**src/imra_regs.svh**
```systemverilog
// Constants for the I2C master repeated-start and arbitration block
// How it works
// Repeated start begins only when software sets its enable bit while idle.
// Setting repeated-start enable first pulls SCL low.
// Once SCL reads low, load counter from reload bits 5:0 and release SDA.
// On counter expiry with SDA high, release SCL.
// With SCL high, reload from bits 6:0; both lines must stay high one period.
// Then pull SDA low for one baud period while SCL stays high.
// At the end clear the enable bit, stop reloading, keep SDA low.
// Start-seen status bit sets as soon as a start appears on the bus.
// Event flag for repeated start rises only after the final baud period.
// Repeated-start enable written while another event runs is ignored.
// Collision if SDA low as SCL rises, or SCL falls before SDA pulled low.
// Buffer write during repeated start sets write collision, buffer unchanged.
// Low five control bits cannot be written during a repeated start.
// While asleep, a completed byte wakes the processor if interrupts enabled.
// Reset or disable aborts any transfer and disables the module.
// Start-seen and stop-seen clear on reset and while disabled.
// Bus free when stop seen or neither seen; next stop raises event.
// Driving one but reading zero with SCL high sets collision, go idle.
// Collision during transmit halts it, clears buffer full, releases lines.
// Collision during start, restart or stop aborts it and clears its bits.
// After collision keep watching the bus; a stop raises the event flag.
// A buffer write after collision transmits from the first data bit; the code holds it until a later start or restart completes.
// Event and collision flags are separate levels held until software clears.
`ifndef IMRA_REGS_SVH
`define IMRA_REGS_SVH

// ----------------------------------------
// Reset values and field positions
// ----------------------------------------
`define IMRA_CTRL_RESET     5'h00
`define IMRA_BRG_SHORT_MSB  5
`define IMRA_BRG_LONG_MSB   6
`define IMRA_STATUS_START   3
`define IMRA_STATUS_STOP    4

// ----------------------------------------
// Timing counts
// ----------------------------------------
`define IMRA_LAST_BIT       4'h8
`define IMRA_BYTE_BITS      8

`endif

```
**src/imra_pkg.sv**
```systemverilog
// Types shared by the I2C master repeated-start and arbitration block
package imra_pkg;

  // ----------------------------------------
  // Low five bits of port_control_2
  // ----------------------------------------
  typedef struct packed {
    logic ackEnable;
    logic receiveEnable;
    logic stopEnable;
    logic repeatedStartEnable;
    logic startEnable;
  } imra_ctrl_s;

  // ----------------------------------------
  // Status seen by software
  // ----------------------------------------
  typedef struct packed {
    logic stopSeen;
    logic startSeen;
    logic bufferFull;
  } imra_status_s;

  typedef enum logic [3:0] {
    IDLE, ST_BOTH_HIGH, ST_SDA_LOW,
    RS_SCL_LOW, RS_SDA_HIGH, RS_SCL_RISE, RS_BOTH_HIGH, RS_SDA_LOW,
    SP_SDA_LOW, SP_SCL_HIGH, SP_SDA_HIGH,
    TX_LOW, TX_HIGH
  } imra_state_e;

endpackage

```
**src/imra_core.sv**
```systemverilog
// I2C master: start, repeated start, stop, byte send, arbitration, bus monitor
`timescale 1ns/1ns
`include "imra_regs.svh"
module imra_core (
  input  wire logic                   clk,
  input  wire logic                   resetn,
  input  wire logic                   moduleEnable,
  input  wire logic                   sleepMode,
  input  wire logic                   eventIrqEnable,
  input  wire logic [6:0]             baudReloadValue,
  input  wire logic                   ctrlWrValid,
  input  wire imra_pkg::imra_ctrl_s   ctrlWrData,
  input  wire logic                   bufWrValid,
  input  wire logic [7:0]             bufWrData,
  output      logic                   bufWrReady,
  input  wire logic                   portEventClr,
  input  wire logic                   busCollisionClr,
  input  wire logic                   writeCollisionClr,
  input  wire logic                   sdaIn,
  output      logic                   sdaOut,
  output      logic                   sdaOe,
  input  wire logic                   sclIn,
  output      logic                   sclOut,
  output      logic                   sclOe,
  output      imra_pkg::imra_ctrl_s   portControl,
  output      imra_pkg::imra_status_s portStatus,
  output      logic                   busFree,
  output      logic                   ackStatus,
  output      logic                   portEventFlag,
  output      logic                   busCollisionFlag,
  output      logic                   writeCollisionFlag,
  output      logic                   wakeRequest
);
  import imra_pkg::*;

  logic [1:0]  sdaSync_q;
  logic [1:0]  sclSync_q;
  logic        sdaS;
  logic        sclS;
  logic        sdaP_q;
  logic        sclP_q;
  logic        startDet;
  logic        stopDet;
  logic        startSeen_q;
  logic        stopSeen_q;
  imra_ctrl_s  ctrl_q;
  imra_state_e state_q;
  imra_state_e stateD;
  logic        sdaOe_q;
  logic        sdaOeD;
  logic        sclOe_q;
  logic        sclOeD;
  logic [6:0]  brgCnt_q;
  logic [6:0]  brgLoadVal;
  logic        brgLoad;
  logic        brgDone;
  logic        stretch;
  logic        collide;
  logic        byteDone;
  logic        txPop;
  logic        txValid;
  logic [7:0]  txData;
  logic [8:0]  shift_q;
  logic [3:0]  bitCnt_q;
  logic        ack_q;
  logic        ownBus_q;
  logic        evDone_q;
  logic        event_q;
  logic        busColl_q;
  logic        write_collision_flag_q;
  logic        wake_q;
  logic        rsActive;
  logic        cmdPending;
  logic        doneStart;
  logic        doneRs;
  logic        doneStop;

  // ----------------------------------------
  // Pin synchronisers and edge finding
  // ----------------------------------------
  always_ff @(posedge clk or negedge resetn) begin
    if (!resetn) begin
      sdaSync_q <= 2'h3;
      sclSync_q <= 2'h3;
      sdaP_q    <= 1'b1;
      sclP_q    <= 1'b1;
    end else begin
      sdaSync_q <= {sdaSync_q[0], sdaIn};
      sclSync_q <= {sclSync_q[0], sclIn};
      sdaP_q    <= sdaS;
      sclP_q    <= sclS;
    end
  end

  assign sdaS     = sdaSync_q[1];
  assign sclS     = sclSync_q[1];
  assign startDet = sclS && sclP_q && sdaP_q && !sdaS;
  assign stopDet  = sclS && sclP_q && !sdaP_q && sdaS;

  // ----------------------------------------
  // Bus monitor
  // ----------------------------------------
  always_ff @(posedge clk or negedge resetn) begin
    if (!resetn) begin
      startSeen_q <= 1'b0;
      stopSeen_q  <= 1'b0;
    end else if (!moduleEnable) begin
      startSeen_q <= 1'b0;
      stopSeen_q  <= 1'b0;
    end else if (startDet) begin
      startSeen_q <= 1'b1;
      stopSeen_q  <= 1'b0;
    end else if (stopDet) begin
      stopSeen_q  <= 1'b1;
      startSeen_q <= 1'b0;
    end
  end

  // Free after a stop, or when nothing has been seen yet
  assign busFree = stopSeen_q || (!startSeen_q && !stopSeen_q);

  // ----------------------------------------
  // Control bits
  // ----------------------------------------
  assign rsActive   = state_q inside {RS_SCL_LOW, RS_SDA_HIGH, RS_SCL_RISE, RS_BOTH_HIGH, RS_SDA_LOW};
  assign cmdPending = ctrl_q.startEnable || ctrl_q.repeatedStartEnable || ctrl_q.stopEnable;
  assign doneStart  = (state_q == ST_SDA_LOW) && brgDone;
  assign doneRs     = (state_q == RS_SDA_LOW) && brgDone;
  assign doneStop   = (state_q == SP_SDA_HIGH) && brgDone && sdaS;

  always_ff @(posedge clk or negedge resetn) begin
    if (!resetn) begin
      ctrl_q <= `IMRA_CTRL_RESET;
    end else if (!moduleEnable) begin
      ctrl_q <= `IMRA_CTRL_RESET;
    end else if (collide) begin
      ctrl_q.startEnable         <= 1'b0;
      ctrl_q.repeatedStartEnable <= 1'b0;
      ctrl_q.stopEnable          <= 1'b0;
    end else begin
      if (doneStart) begin
        ctrl_q.startEnable <= 1'b0;
      end
      if (doneRs) begin
        ctrl_q.repeatedStartEnable <= 1'b0;
      end
      if (doneStop) begin
        ctrl_q.stopEnable <= 1'b0;
      end
      // No queueing: the whole low field is locked during a restart
      if (ctrlWrValid && !rsActive) begin
        ctrl_q.ackEnable     <= ctrlWrData.ackEnable;
        ctrl_q.receiveEnable <= ctrlWrData.receiveEnable;
        // Sequence bits only take while nothing runs
        if (state_q == IDLE && !cmdPending) begin
          ctrl_q.startEnable         <= ctrlWrData.startEnable;
          ctrl_q.repeatedStartEnable <= ctrlWrData.repeatedStartEnable;
          ctrl_q.stopEnable          <= ctrlWrData.stopEnable;
        end
      end
    end
  end

  // ----------------------------------------
  // Baud counter
  // ----------------------------------------
  // Holds while a slave stretches SCL low
  assign stretch = (state_q inside {TX_HIGH, SP_SCL_HIGH}) && !sclS;
  assign brgDone = (brgCnt_q == 7'h00);

  always_ff @(posedge clk or negedge resetn) begin
    if (!resetn) begin
      brgCnt_q <= 7'h00;
    end else if (brgLoad) begin
      brgCnt_q <= brgLoadVal;
    end else if (!brgDone && !stretch) begin
      brgCnt_q <= brgCnt_q - 7'h01;
    end
  end

  // ----------------------------------------
  // Sequencer
  // ----------------------------------------
  always_comb begin
    stateD     = state_q;
    sdaOeD     = sdaOe_q;
    sclOeD     = sclOe_q;
    brgLoad    = 1'b0;
    brgLoadVal = baudReloadValue[`IMRA_BRG_LONG_MSB:0];
    collide    = 1'b0;
    byteDone   = 1'b0;
    txPop      = 1'b0;
    unique case (state_q)
      IDLE: begin
        if (ctrl_q.startEnable) begin
          sdaOeD  = 1'b0;
          sclOeD  = 1'b0;
          brgLoad = 1'b1;
          stateD  = ST_BOTH_HIGH;
        end else if (ctrl_q.repeatedStartEnable) begin
          sclOeD = 1'b1;
          stateD = RS_SCL_LOW;
        end else if (ctrl_q.stopEnable) begin
          sdaOeD  = 1'b1;
          sclOeD  = 1'b1;
          brgLoad = 1'b1;
          stateD  = SP_SDA_LOW;
        end else if (txValid && ownBus_q) begin
          txPop   = 1'b1;
          sdaOeD  = !txData[7];
          sclOeD  = 1'b1;
          brgLoad = 1'b1;
          stateD  = TX_LOW;
        end
      end
      ST_BOTH_HIGH: begin
        if (!sdaS || !sclS) begin
          collide = 1'b1;
        end else if (brgDone) begin
          sdaOeD  = 1'b1;
          brgLoad = 1'b1;
          stateD  = ST_SDA_LOW;
        end
      end
      ST_SDA_LOW: begin
        if (brgDone) begin
          stateD = IDLE;
        end
      end
      RS_SCL_LOW: begin
        if (!sclS) begin
          sdaOeD     = 1'b0;
          brgLoad    = 1'b1;
          brgLoadVal = {1'b0, baudReloadValue[`IMRA_BRG_SHORT_MSB:0]};
          stateD     = RS_SDA_HIGH;
        end
      end
      RS_SDA_HIGH: begin
        if (brgDone) begin
          if (sdaS) begin
            sclOeD = 1'b0;
            stateD = RS_SCL_RISE;
          end else begin
            collide = 1'b1;
          end
        end
      end
      RS_SCL_RISE: begin
        if (sclS) begin
          if (!sdaS) begin
            collide = 1'b1;
          end else begin
            brgLoad = 1'b1;
            stateD  = RS_BOTH_HIGH;
          end
        end
      end
      RS_BOTH_HIGH: begin
        if (!sclS || !sdaS) begin
          collide = 1'b1;
        end else if (brgDone) begin
          sdaOeD  = 1'b1;
          brgLoad = 1'b1;
          stateD  = RS_SDA_LOW;
        end
      end
      RS_SDA_LOW: begin
        if (brgDone) begin
          stateD = IDLE;
        end
      end
      SP_SDA_LOW: begin
        if (brgDone) begin
          sclOeD  = 1'b0;
          brgLoad = 1'b1;
          stateD  = SP_SCL_HIGH;
        end
      end
      SP_SCL_HIGH: begin
        if (sclS && brgDone) begin
          sdaOeD  = 1'b0;
          brgLoad = 1'b1;
          stateD  = SP_SDA_HIGH;
        end
      end
      SP_SDA_HIGH: begin
        if (!sdaS) begin
          collide = 1'b1;
        end else if (brgDone) begin
          stateD = IDLE;
        end
      end
      TX_LOW: begin
        if (brgDone) begin
          sclOeD  = 1'b0;
          brgLoad = 1'b1;
          stateD  = TX_HIGH;
        end
      end
      TX_HIGH: begin
        // Ack slot is the slave's low, not a lost arbitration
        if (sclS && !sdaOe_q && !sdaS && bitCnt_q != `IMRA_LAST_BIT) begin
          collide = 1'b1;
        end else if (sclS && brgDone) begin
          sclOeD = 1'b1;
          if (bitCnt_q == `IMRA_LAST_BIT) begin
            byteDone = 1'b1;
            stateD   = IDLE;
          end else begin
            sdaOeD  = !shift_q[7];
            brgLoad = 1'b1;
            stateD  = TX_LOW;
          end
        end
      end
      default: begin
        stateD = IDLE;
      end
    endcase
    if (!moduleEnable) begin
      collide = 1'b0;
    end
    if (collide || !moduleEnable) begin
      stateD = IDLE;
      sdaOeD = 1'b0;
      sclOeD = 1'b0;
    end
  end

  always_ff @(posedge clk or negedge resetn) begin
    if (!resetn) begin
      state_q <= IDLE;
      sdaOe_q <= 1'b0;
      sclOe_q <= 1'b0;
    end else begin
      state_q <= stateD;
      sdaOe_q <= sdaOeD;
      sclOe_q <= sclOeD;
    end
  end

  // ----------------------------------------
  // Shifter, bit count, ownership
  // ----------------------------------------
  always_ff @(posedge clk or negedge resetn) begin
    if (!resetn) begin
      shift_q  <= 9'h1FF;
      bitCnt_q <= 4'h0;
      ack_q    <= 1'b1;
    end else if (txPop) begin
      shift_q  <= {txData, 1'b1};
      bitCnt_q <= 4'h0;
    end else if (state_q == TX_HIGH && stateD == TX_LOW) begin
      shift_q  <= {shift_q[7:0], 1'b1};
      bitCnt_q <= bitCnt_q + 4'h1;
    end else if (byteDone) begin
      ack_q <= sdaS;
    end
  end

  always_ff @(posedge clk or negedge resetn) begin
    if (!resetn) begin
      ownBus_q <= 1'b0;
    end else if (collide || !moduleEnable || doneStop) begin
      ownBus_q <= 1'b0;
    end else if (doneStart || doneRs) begin
      ownBus_q <= 1'b1;
    end
  end

  // ----------------------------------------
  // Transmit buffer
  // ----------------------------------------
  imra_buffer #(
    .WIDTH (`IMRA_BYTE_BITS),
    .DEPTH (2)
  ) u_buffer (
    .clk      (clk),
    .resetn   (resetn),
    .flush    (collide || !moduleEnable),
    .inValid  (bufWrValid && !rsActive && moduleEnable),
    .inData   (bufWrData),
    .inReady  (bufWrReady),
    .outValid (txValid),
    .outData  (txData),
    .outReady (txPop)
  );

  // ----------------------------------------
  // Flags: set wins over software clear
  // ----------------------------------------
  always_ff @(posedge clk or negedge resetn) begin
    if (!resetn) begin
      evDone_q <= 1'b0;
      event_q  <= 1'b0;
    end else begin
      evDone_q <= doneStart || doneRs || doneStop || byteDone;
      if (evDone_q || (stopDet && moduleEnable)) begin
        event_q <= 1'b1;
      end else if (portEventClr) begin
        event_q <= 1'b0;
      end
    end
  end

  always_ff @(posedge clk or negedge resetn) begin
    if (!resetn) begin
      busColl_q <= 1'b0;
      write_collision_flag_q    <= 1'b0;
    end else begin
      if (collide) begin
        busColl_q <= 1'b1;
      end else if (busCollisionClr) begin
        busColl_q <= 1'b0;
      end
      if (bufWrValid && rsActive && moduleEnable) begin
        write_collision_flag_q <= 1'b1;
      end else if (writeCollisionClr) begin
        write_collision_flag_q <= 1'b0;
      end
    end
  end

  // Any set event flag wakes: start, restart, stop, bus stop or sent byte; receive-side matching lives elsewhere
  always_ff @(posedge clk or negedge resetn) begin
    if (!resetn) begin
      wake_q <= 1'b0;
    end else begin
      wake_q <= sleepMode && eventIrqEnable && event_q;
    end
  end

  // ----------------------------------------
  // Outputs
  // ----------------------------------------
  assign sdaOut             = 1'b0;
  assign sclOut             = 1'b0;
  assign sdaOe              = sdaOe_q;
  assign sclOe              = sclOe_q;
  assign portControl        = ctrl_q;
  assign portStatus         = '{stopSeen: stopSeen_q, startSeen: startSeen_q,
                                bufferFull: txValid || state_q inside {TX_LOW, TX_HIGH}};
  assign ackStatus          = ack_q;
  assign portEventFlag      = event_q;
  assign busCollisionFlag   = busColl_q;
  assign writeCollisionFlag = write_collision_flag_q;
  assign wakeRequest        = wake_q;
endmodule

```
**src/imra_buffer.sv**
```systemverilog
// Two-entry valid/ready buffer in front of the transmitter
`timescale 1ns/1ns
module imra_buffer #(
  parameter int WIDTH = 8,
  parameter int DEPTH = 2
) (
  input  wire logic             clk,
  input  wire logic             resetn,
  input  wire logic             flush,
  input  wire logic             inValid,
  input  wire logic [WIDTH-1:0] inData,
  output      logic             inReady,
  output      logic             outValid,
  output      logic [WIDTH-1:0] outData,
  input  wire logic             outReady
);
  localparam int AW = (DEPTH > 1) ? $clog2(DEPTH) : 1;

  logic [WIDTH-1:0] mem_q [DEPTH];
  logic [AW-1:0]    wrPtr_q;
  logic [AW-1:0]    rdPtr_q;
  logic [AW:0]      count_q;
  logic             push;
  logic             pop;

  assign inReady  = (count_q != (AW+1)'(DEPTH));
  assign outValid = (count_q != '0);
  assign outData  = mem_q[rdPtr_q];
  assign push     = inValid && inReady && !flush;
  assign pop      = outValid && outReady && !flush;

  function automatic logic [AW-1:0] nextPtr(input logic [AW-1:0] p);
    nextPtr = (p == AW'(DEPTH - 1)) ? '0 : p + 1'b1;
  endfunction

  // Data storage needs no reset
  always_ff @(posedge clk) begin
    if (push) begin
      mem_q[wrPtr_q] <= inData;
    end
  end

  always_ff @(posedge clk or negedge resetn) begin
    if (!resetn) begin
      wrPtr_q <= '0;
      rdPtr_q <= '0;
      count_q <= '0;
    end else if (flush) begin
      wrPtr_q <= '0;
      rdPtr_q <= '0;
      count_q <= '0;
    end else begin
      if (push) begin
        wrPtr_q <= nextPtr(wrPtr_q);
      end
      if (pop) begin
        rdPtr_q <= nextPtr(rdPtr_q);
      end
      if (push && !pop) begin
        count_q <= count_q + 1'b1;
      end else if (pop && !push) begin
        count_q <= count_q - 1'b1;
      end
    end
  end

endmodule

```
**config.mk**
```make
export PLATFORM = sky130hd
export DESIGN_NAME = imra_core
export DESIGN_NICKNAME = d
export VERILOG_FILES = /design/src/imra_pkg.sv /design/src/imra_core.sv /design/src/imra_buffer.sv
export VERILOG_INCLUDE_DIRS = /design/src
export SDC_FILE = /design/constraint.sdc
export NUM_CORES = 1
export LEC_CHECK = 0
export ABC_AREA = 1
export BUFFER_PORTS_ARGS = -buffer_cell sky130_fd_sc_hd__buf_2
export CAP_MARGIN = 20
export CORE_ASPECT_RATIO = 0.75
export CORE_MARGIN = 10
export CORE_UTILIZATION = 49
export DETAILED_ROUTE_END_ITERATION = 12
export PLACE_DENSITY_LB_ADDON = 0.25
export SLEW_MARGIN = 20
export SYNTH_ARGS = -nofsm -noshare
export SYNTH_HDL_FRONTEND = slang
export SYNTH_SLANG_ARGS = --single-unit
```
**constraint.sdc**
```tcl
create_clock -name clk -period 2.04 [get_ports clk]
set_input_delay 0 -clock clk [delete_from_list [all_inputs] [get_ports clk]]
set_output_delay 0 -clock clk [all_outputs]
set_load 0.005 [all_outputs]
```
==> metrics.txt, run 1 <==
outcome finished, final reports clean; post-placement cell area 0.00430 mm2; critical path endpoint category register; FF-to-FF End u_buffer.mem_q[1][5]$_DFFE_PP_; root buf cell clkbuf_8; Initial DRC Count 258; die area approximately 0.011 mm2; final hold violation count 0; Worst Setup Path Type reg2reg; clk buf depth 2; async set or reset register ratio after synthesis between 70 and 80%; filler cell count around 630; initial antenna violation count 0; nets 635; fraction of layout cells with a size suffix above 1 a little under a third; pwr dens 982 mW/mm2; Clock Skews 0.0106 ns; hold endpoint portControl[3]$_DFFE_PN0P_; die height around 94 um; number of synthesized register bits 64; unrepaired setup endpoints after global routing yes; Seq pwr share between 30% and 40%; port bufs 48; sequential share of the synthesized area between 40% and 50%; IO Pins 51; Synthesis Warnings 0; Hold Crit Class in2reg; area of the core ~0.0073 mm2; drt wl/cell about 15 um; CTS buffer count 9; worst-skew pair later-pin latency roughly 0.36 ns; number of global-route vias before repair 3560; min Tclk post-route ~2.0 ns; Logic pwr share between 40% and 50%; Sw Pwr around 1.9 mW; Avg Synthesized Cell Area 7.75 um2; drt total wl 10.6 mm; Clock Power Share about a fifth; Row Count 27; Die X 119 um; synthesized area ~0.0036 mm2; post-layout util 67.1%; Netlist cell types 39; flop2flop setup slack between 0.01 and 0.015 ns; CTS tree done; final instance area roughly 0.005 mm2; top_reg_cell synth dfrtp_1; hold depth 3; Inserted Diodes 0; Multi-input gate area between 0.0015 and 0.002 mm2; Critical Path AT 2.11 ns; DR DRC count 0; grt total ovfl 0; Reg area between 0.0015 and 0.002 mm2; hpwl dp between 7 and 8 mm; switching power as a share of total power about two fifths; largest net degree at the start of global routing 49; Placer Congestion about 1; vias per cell between 5 and 6; Pwr Total ~4.8 mW; # setup viols final 0; Final ANT Viol Nets 0; relative slew slack 58.6%; max frequency 493 MHz; FF-to-FF Start bitCnt_q[0]$_DFFE_PN0P_; first-pass GRT wire length 17.5 mm; total track usage between 10% and 20%; H-tree levels 3; Worst-Margin Slew a little over 0.6 ns; crit path max fanout 8; P&R area growth vs syn 34.7%; maximum capacitance violations 0; crit path launch type register; peak supply drop roughly 0.00066 V; P_int roughly 2.9 mW; # clock sinks 64; Final Cycle Share a little under 100%; Initial Util between 40% and 50%; Mapped Cells ~470; Pre-antenna DRT Iters 5; Pleak between 2 and 2.5 nW; Critical Path RT between 2 and 2.5 ns; Slew Limit Fails 0; DR vias 3606; Post-synth EDFFs 16; worst hold start moduleEnable; Worst-path clk slew about 0.080 ns; worst r2r path cells 14
==> sequential cells by signal, indices dropped and copies added (netlist names), 2 cells and up <==
name / cells
bitCnt_q: 4
shift_q: 7
sdaSync_q: 2
state_q: 4
sclSync_q: 2
brgCnt_q: 7
portControl: 5
u_buffer.mem_q: 16
u_buffer.count_q: 2
==> logic make-up (layout without fill, tap and decap cells) <==
group,Yosys count,after routing,share of synthesized area (%)
buffers and inverters,68,203,8.06
flip-flops,64,64,47.0
AND/OR/NAND/NOR,277,278,34.2
AO/OA/AOI/OAI,46,46,7.61
adder cells (fa/ha/maj),4,4,1.38
XOR/XNOR,7,7,1.69
other,1,2,0.104
==> worst max path at each step <==
stage                                  startpoint                         endpoint  slack, ns  depth (start not counted)
after CTS                 bitCnt_q[1]$_DFFE_PN0P_  u_buffer.count_q[1]$_DFFE_PN0P_      -0.02                         16
after floorplan           bitCnt_q[0]$_DFFE_PN0P_  u_buffer.count_q[1]$_DFFE_PN0P_      -0.02                         16
after global placement    bitCnt_q[0]$_DFFE_PN0P_   u_buffer.mem_q[0][3]$_DFFE_PP_       0.07                         13
after global routing      bitCnt_q[0]$_DFFE_PN0P_  u_buffer.count_q[1]$_DFFE_PN0P_      -0.15                         16
final                     bitCnt_q[0]$_DFFE_PN0P_   u_buffer.mem_q[1][5]$_DFFE_PP_       0.01                         14
after detailed placement  bitCnt_q[0]$_DFFE_PN0P_  u_buffer.count_q[1]$_DFFE_PN0P_      -0.04                         16
==> worst max-delay path, stage by stage (launching register included) <==
cell	delay, ns
dfrtp_1	0.39
inv_1	0.06
ha_2	0.17
nand2_2	0.06
nor2_2	0.12
nor2_2	0.04
nand2_1	0.07
nand2_1	0.07
inv_2	0.08
nand2_2	0.08
nor2_4	0.15
buf_4	0.13
inv_1	0.04
nor2_2	0.15
buf_12	0.14
==> synthesized netlist by cell type, types with 2 or more instances <==
cell type	instances	share of area, %
buf_4	5	1.0
nand2_2	6	1.0
edfxtp_1	16	13
o21ai_1	5	0.69
nor2_1	65	6.7
ha_1	4	1.4
nand3b_1	3	0.62
nor3_1	3	0.41
inv_2	5	0.52
dfrtp_1	34	24
xor2_1	5	1.2
nand3_2	2	0.55
nand2_1	128	13
clkinv_1	2	0.21
nor2_4	4	1.2
inv_1	50	5.2
nand2_4	2	0.62
nor2_2	6	1.0
a31oi_1	2	0.35
nand4_1	9	1.6
a21oi_1	14	1.9
buf_2	2	0.28
nand3_1	47	6.5
buf_6	2	0.62
a211oi_1	2	0.41
xnor2_1	2	0.48
dfstp_2	14	10
o31ai_1	6	1.2
o21ai_0	12	1.7
==> layer usage <==
metal	wire, um	vias to the layer above	track usage (%)
met1	5150	1664	26.4
met5	0	-	0
met4	81	0	4.06
met2	4420	155	27.5
li1	-	1778	-
met3	932	9	7.09
==> power by group through the flow <==
| stage | Combinational, mW | Sequential [mW] | Clock, mW |
|---|---|---|---|
| floorplan | 1.23 | 1.70 | 0 |
| global placement | 1.89 | 1.71 | 0 |
| detailed placement | 1.91 | 1.73 | 0 |
| CTS | 1.98 | 1.71 | 1.03 |
| global route | 2.29 | 1.73 | 1.08 |
| finish | 2.05 | 1.71 | 1.03 |
==> timing repair <==
action / in CTS / in global routing
setup endpoints to repair: 11 / 29
gates resized for setup: 8 / 11
hold endpoints to repair: 68 / 0
cloned: 0 / 1
setup buffers: 3 / 3
pin swaps: 7 / 4
hold buffers: 28 / 0
==> stage by stage <==
stage | setup TNS (ns) | setup slack [ns] | cells | hold WS [ns]
2_1_floorplan | -0.0246 | -0.0246 | 468 | -0.296
3_3_place_gp | 0 | 0.0686 | 654 | 0.107
3_5_place_dp | -0.182 | -0.0423 | 654 | 0.106
4_1_cts | -0.0174 | -0.0174 | 701 | 0.00790
5_1_grt | -2.13 | -0.148 | 705 | 0.0357
6_report | 0 | 0.0135 | 705 | 0.00238
==> cell type report <==
type / instances / area share, %
Clock inverter: 7 / 1.10
Clock buffer: 9 / 2.54
Inverter: 57 / 4.44
Sequential cell: 64 / 35.0
Multi-Input combinational cell: 337 / 35.1
Timing Repair Buffer: 130 / 19.3
Tap cell: 101 / 2.59
==> layout by cell type (no fill, tap or decap), types with 3 or more instances in the layout <==
cell type      Yosys  final
nand2_1          128    125
nor2_1            65     61
buf_4              5     53
buf_2              2     48
nand3_1           47     47
inv_1             50     44
dfrtp_1           34     31
dlygate4sd3_1      0     28
edfxtp_1          16     16
dfstp_2           14     14
a21oi_1           14     13
o21ai_0           12     11
inv_2              5     10
nand2_2            6      9
nand4_1            9      9
clkbuf_8           0      9
nor2_2             6      8
nor2_4             4      6
o31ai_1            6      6
o21ai_1            5      5
xor2_1             5      5
nor3_1             3      3
nand2_4            2      3
nand3b_1           3      3
inv_6              0      3
clkinvlp_4         0      3
dfrtp_2            0      3
(Power assumes the default switching activity.)
==> run 2, diff against run 1 <==
- CTS_BUF_LIST: default -> sky130_fd_sc_hd__clkbuf_2
==> metrics.txt, run 2 (synthesized netlist as in run 1, its figures left out) <==
outcome finished, final reports clean; CP cell instances inv_2 > ha_4 > nand2_1 > nor2_2 > nand2_1 > nand3_1 > nand2_2 > nand2_2 > nor2_4 > ha_4 > a21oi_2 > o21ai_1 > xor2_1 > nor2_1; Final Cycle Share about 100%; clk buf depth 2; largest net degree at the start of global routing 49; Row Count 27; maximum capacitance violations 0; switching power as a share of total power ~42%; peak supply drop 0.000626 V; nets 639; Critical-path top delay cell dfrtp_1; unrepaired setup endpoints after global routing yes; Pleak around 2.4 nW; number of global-route vias before repair 3564; worst-skew pair later-pin latency ~0.53 ns; # setup viols final 0; Crit path buffers/inverters 1; hpwl dp 7.63 mm; Worst-path clk slew roughly 0.21 ns; Biggest register u_buffer.mem_q; Clock Skews between 0.02 and 0.025 ns; grt total ovfl 0; drt wl/cell 14.8 um; crit path launch type register; Critical Path AT 2.49 ns; relative slew slack 58.5%; DR vias ~3700; GRT busiest layer met2; Pwr Total about 4.5 mW; # clock sinks 64; crit-path leading delay family simple AND/OR/NAND/NOR gates; Critical Path RT roughly 2.5 ns; Initial Util between 40 and 50%; area of the core 0.00726 mm2; Slew Limit Fails 0; critical path endpoint category register; root buf cell clkbuf_2; filler cell count 641; total track usage about a fifth; DR DRC count 0; Placer Congestion slightly below 1; final hold slack a little under 0.08 ns; Logic pwr share roughly 46%; Final ANT Viol Nets 0; GR Layer Usage met3 about 7%; met2 Track Usage GR between 20% and 30%; IO Pins 51; vias per cell a little over 5; most frequent cells in the layout nand2_1, nor2_1, buf_4, buf_2, nand3_1; Seq pwr share a little under two fifths; Worst-Margin Slew between 0.6 and 0.7 ns; Clock Power Share between 15 and 20%; post-layout util 66.6%; drt total wl roughly 11 mm; Die X 119 um; P&R area growth vs syn 33.8%; min Tclk post-route slightly above 2 ns; Sw Pwr ~1.9 mW; fraction of layout cells with a size suffix above 1 30.6%; met1 Usage GRT approximately 27%; final hold violation count 0; port bufs 48; Worst path max stage delay between 0.4 and 0.5 ns; initial antenna violation count 0; die area ~0.011 mm2; max FFs per register 16; Hold Crit Class in2async; crit path max fanout 5; Top Registers u_buffer.mem_q: 16 flops, brgCnt_q: 7 flops, shift_q: 7 flops; Worst Setup Path Type reg2reg; P_int between 2 and 3 mW; Pre-antenna DRT Iters 5; Inserted Diodes 0; most common cell after layout, fill and taps aside nand2_1; CTS tree done; max frequency 495 MHz; first-pass GRT wire length about 17 mm; die height between 90 and 100 um; CTS buffer count 9; H-tree levels 3; pwr dens 929 mW/mm2; Initial DRC Count around 300
-- run 2: layout make-up --
type                    count  area, um2  area share, %
clock buffers               9       45.0          0.930
inverters                  57        216           4.47
multi-input cells         337       1720           35.5
clock inverters             7       53.8           1.11
well taps                 101        126           2.61
repair buffers            134        978           20.2
flip-flops and latches     64       1700           35.2
-- run 2: worst paths after layout --
kind | from | to | slack (ns) | depth (start not counted)
hold / removal | resetn | state_q[1]$_DFF_PN0_ | 0.08 | 3
setup / recovery | brgCnt_q[1]$_DFFE_PN0P_ | u_buffer.count_q[1]$_DFFE_PN0P_ | 0.02 | 14
max in group asynchronous | resetn | state_q[3]$_DFF_PN0_ | 1.51 | 3
hold reg to reg | sdaSync_q[0]$_DFF_PN1_ | sdaSync_q[1]$_DFF_PN1_ | 0.38 | 0
min in group clk | bufWrValid | u_buffer.wrPtr_q$_DFFE_PN0P_ | 0.08 | 6
setup reg to reg | brgCnt_q[1]$_DFFE_PN0P_ | u_buffer.count_q[1]$_DFFE_PN0P_ | 0.02 | 14
-- run 2: through the flow --
stage,setup TNS (ns),setup WS [ns],cells,instance area [um2]
2_1_floorplan,-0.0246,-0.0246,468,3640
3_3_place_gp,0,0.0686,654,4300
3_5_place_dp,-0.182,-0.0423,654,4300
4_1_cts,0,0.0341,706,4790
5_1_grt,-1.58,-0.137,709,4840
6_report,0,0.0180,709,4840
-- run 2: what timing repair did --
| action | 4_1_cts | 5_1_grt |
|---|---|---|
| resized for setup | 12 | 10 |
| endpoints found under the hold margin | 90 | 0 |
| gates cloned | 0 | 1 |
| hold buffers | 32 | 0 |
| setup endpoints to repair | 10 | 35 |
| setup buffers | 4 | 2 |
| pin swaps | 7 | 3 |
-- run 2: worst register-to-register path, delay by kind of cell (launching register included) --
family | cells | cell delay, ns
AO/OA/AOI/OAI | 2 | 0.18
XOR/XNOR | 1 | 0.15
adder cells (fa/ha/maj) | 2 | 0.39
buffers and inverters | 1 | 0.08
flip-flops | 1 | 0.45
AND/OR/NAND/NOR | 8 | 0.74
-- run 2: power by group through the flow --
stage / combinational [mW] / sequential [mW] / clock [mW]
finish: 2.08 / 1.71 / 0.712
global route: 2.31 / 1.73 / 0.786
CTS: 2.01 / 1.71 / 0.719
detailed placement: 1.91 / 1.73 / 0
global placement: 1.89 / 1.71 / 0
floorplan: 1.23 / 1.70 / 0
-- run 2: routing by layer --
layer	vias up	wire, um
met2	172	4350
li1	1781	-
met5	-	0
met4	0	57
met1	1691	5150
met3	6	942
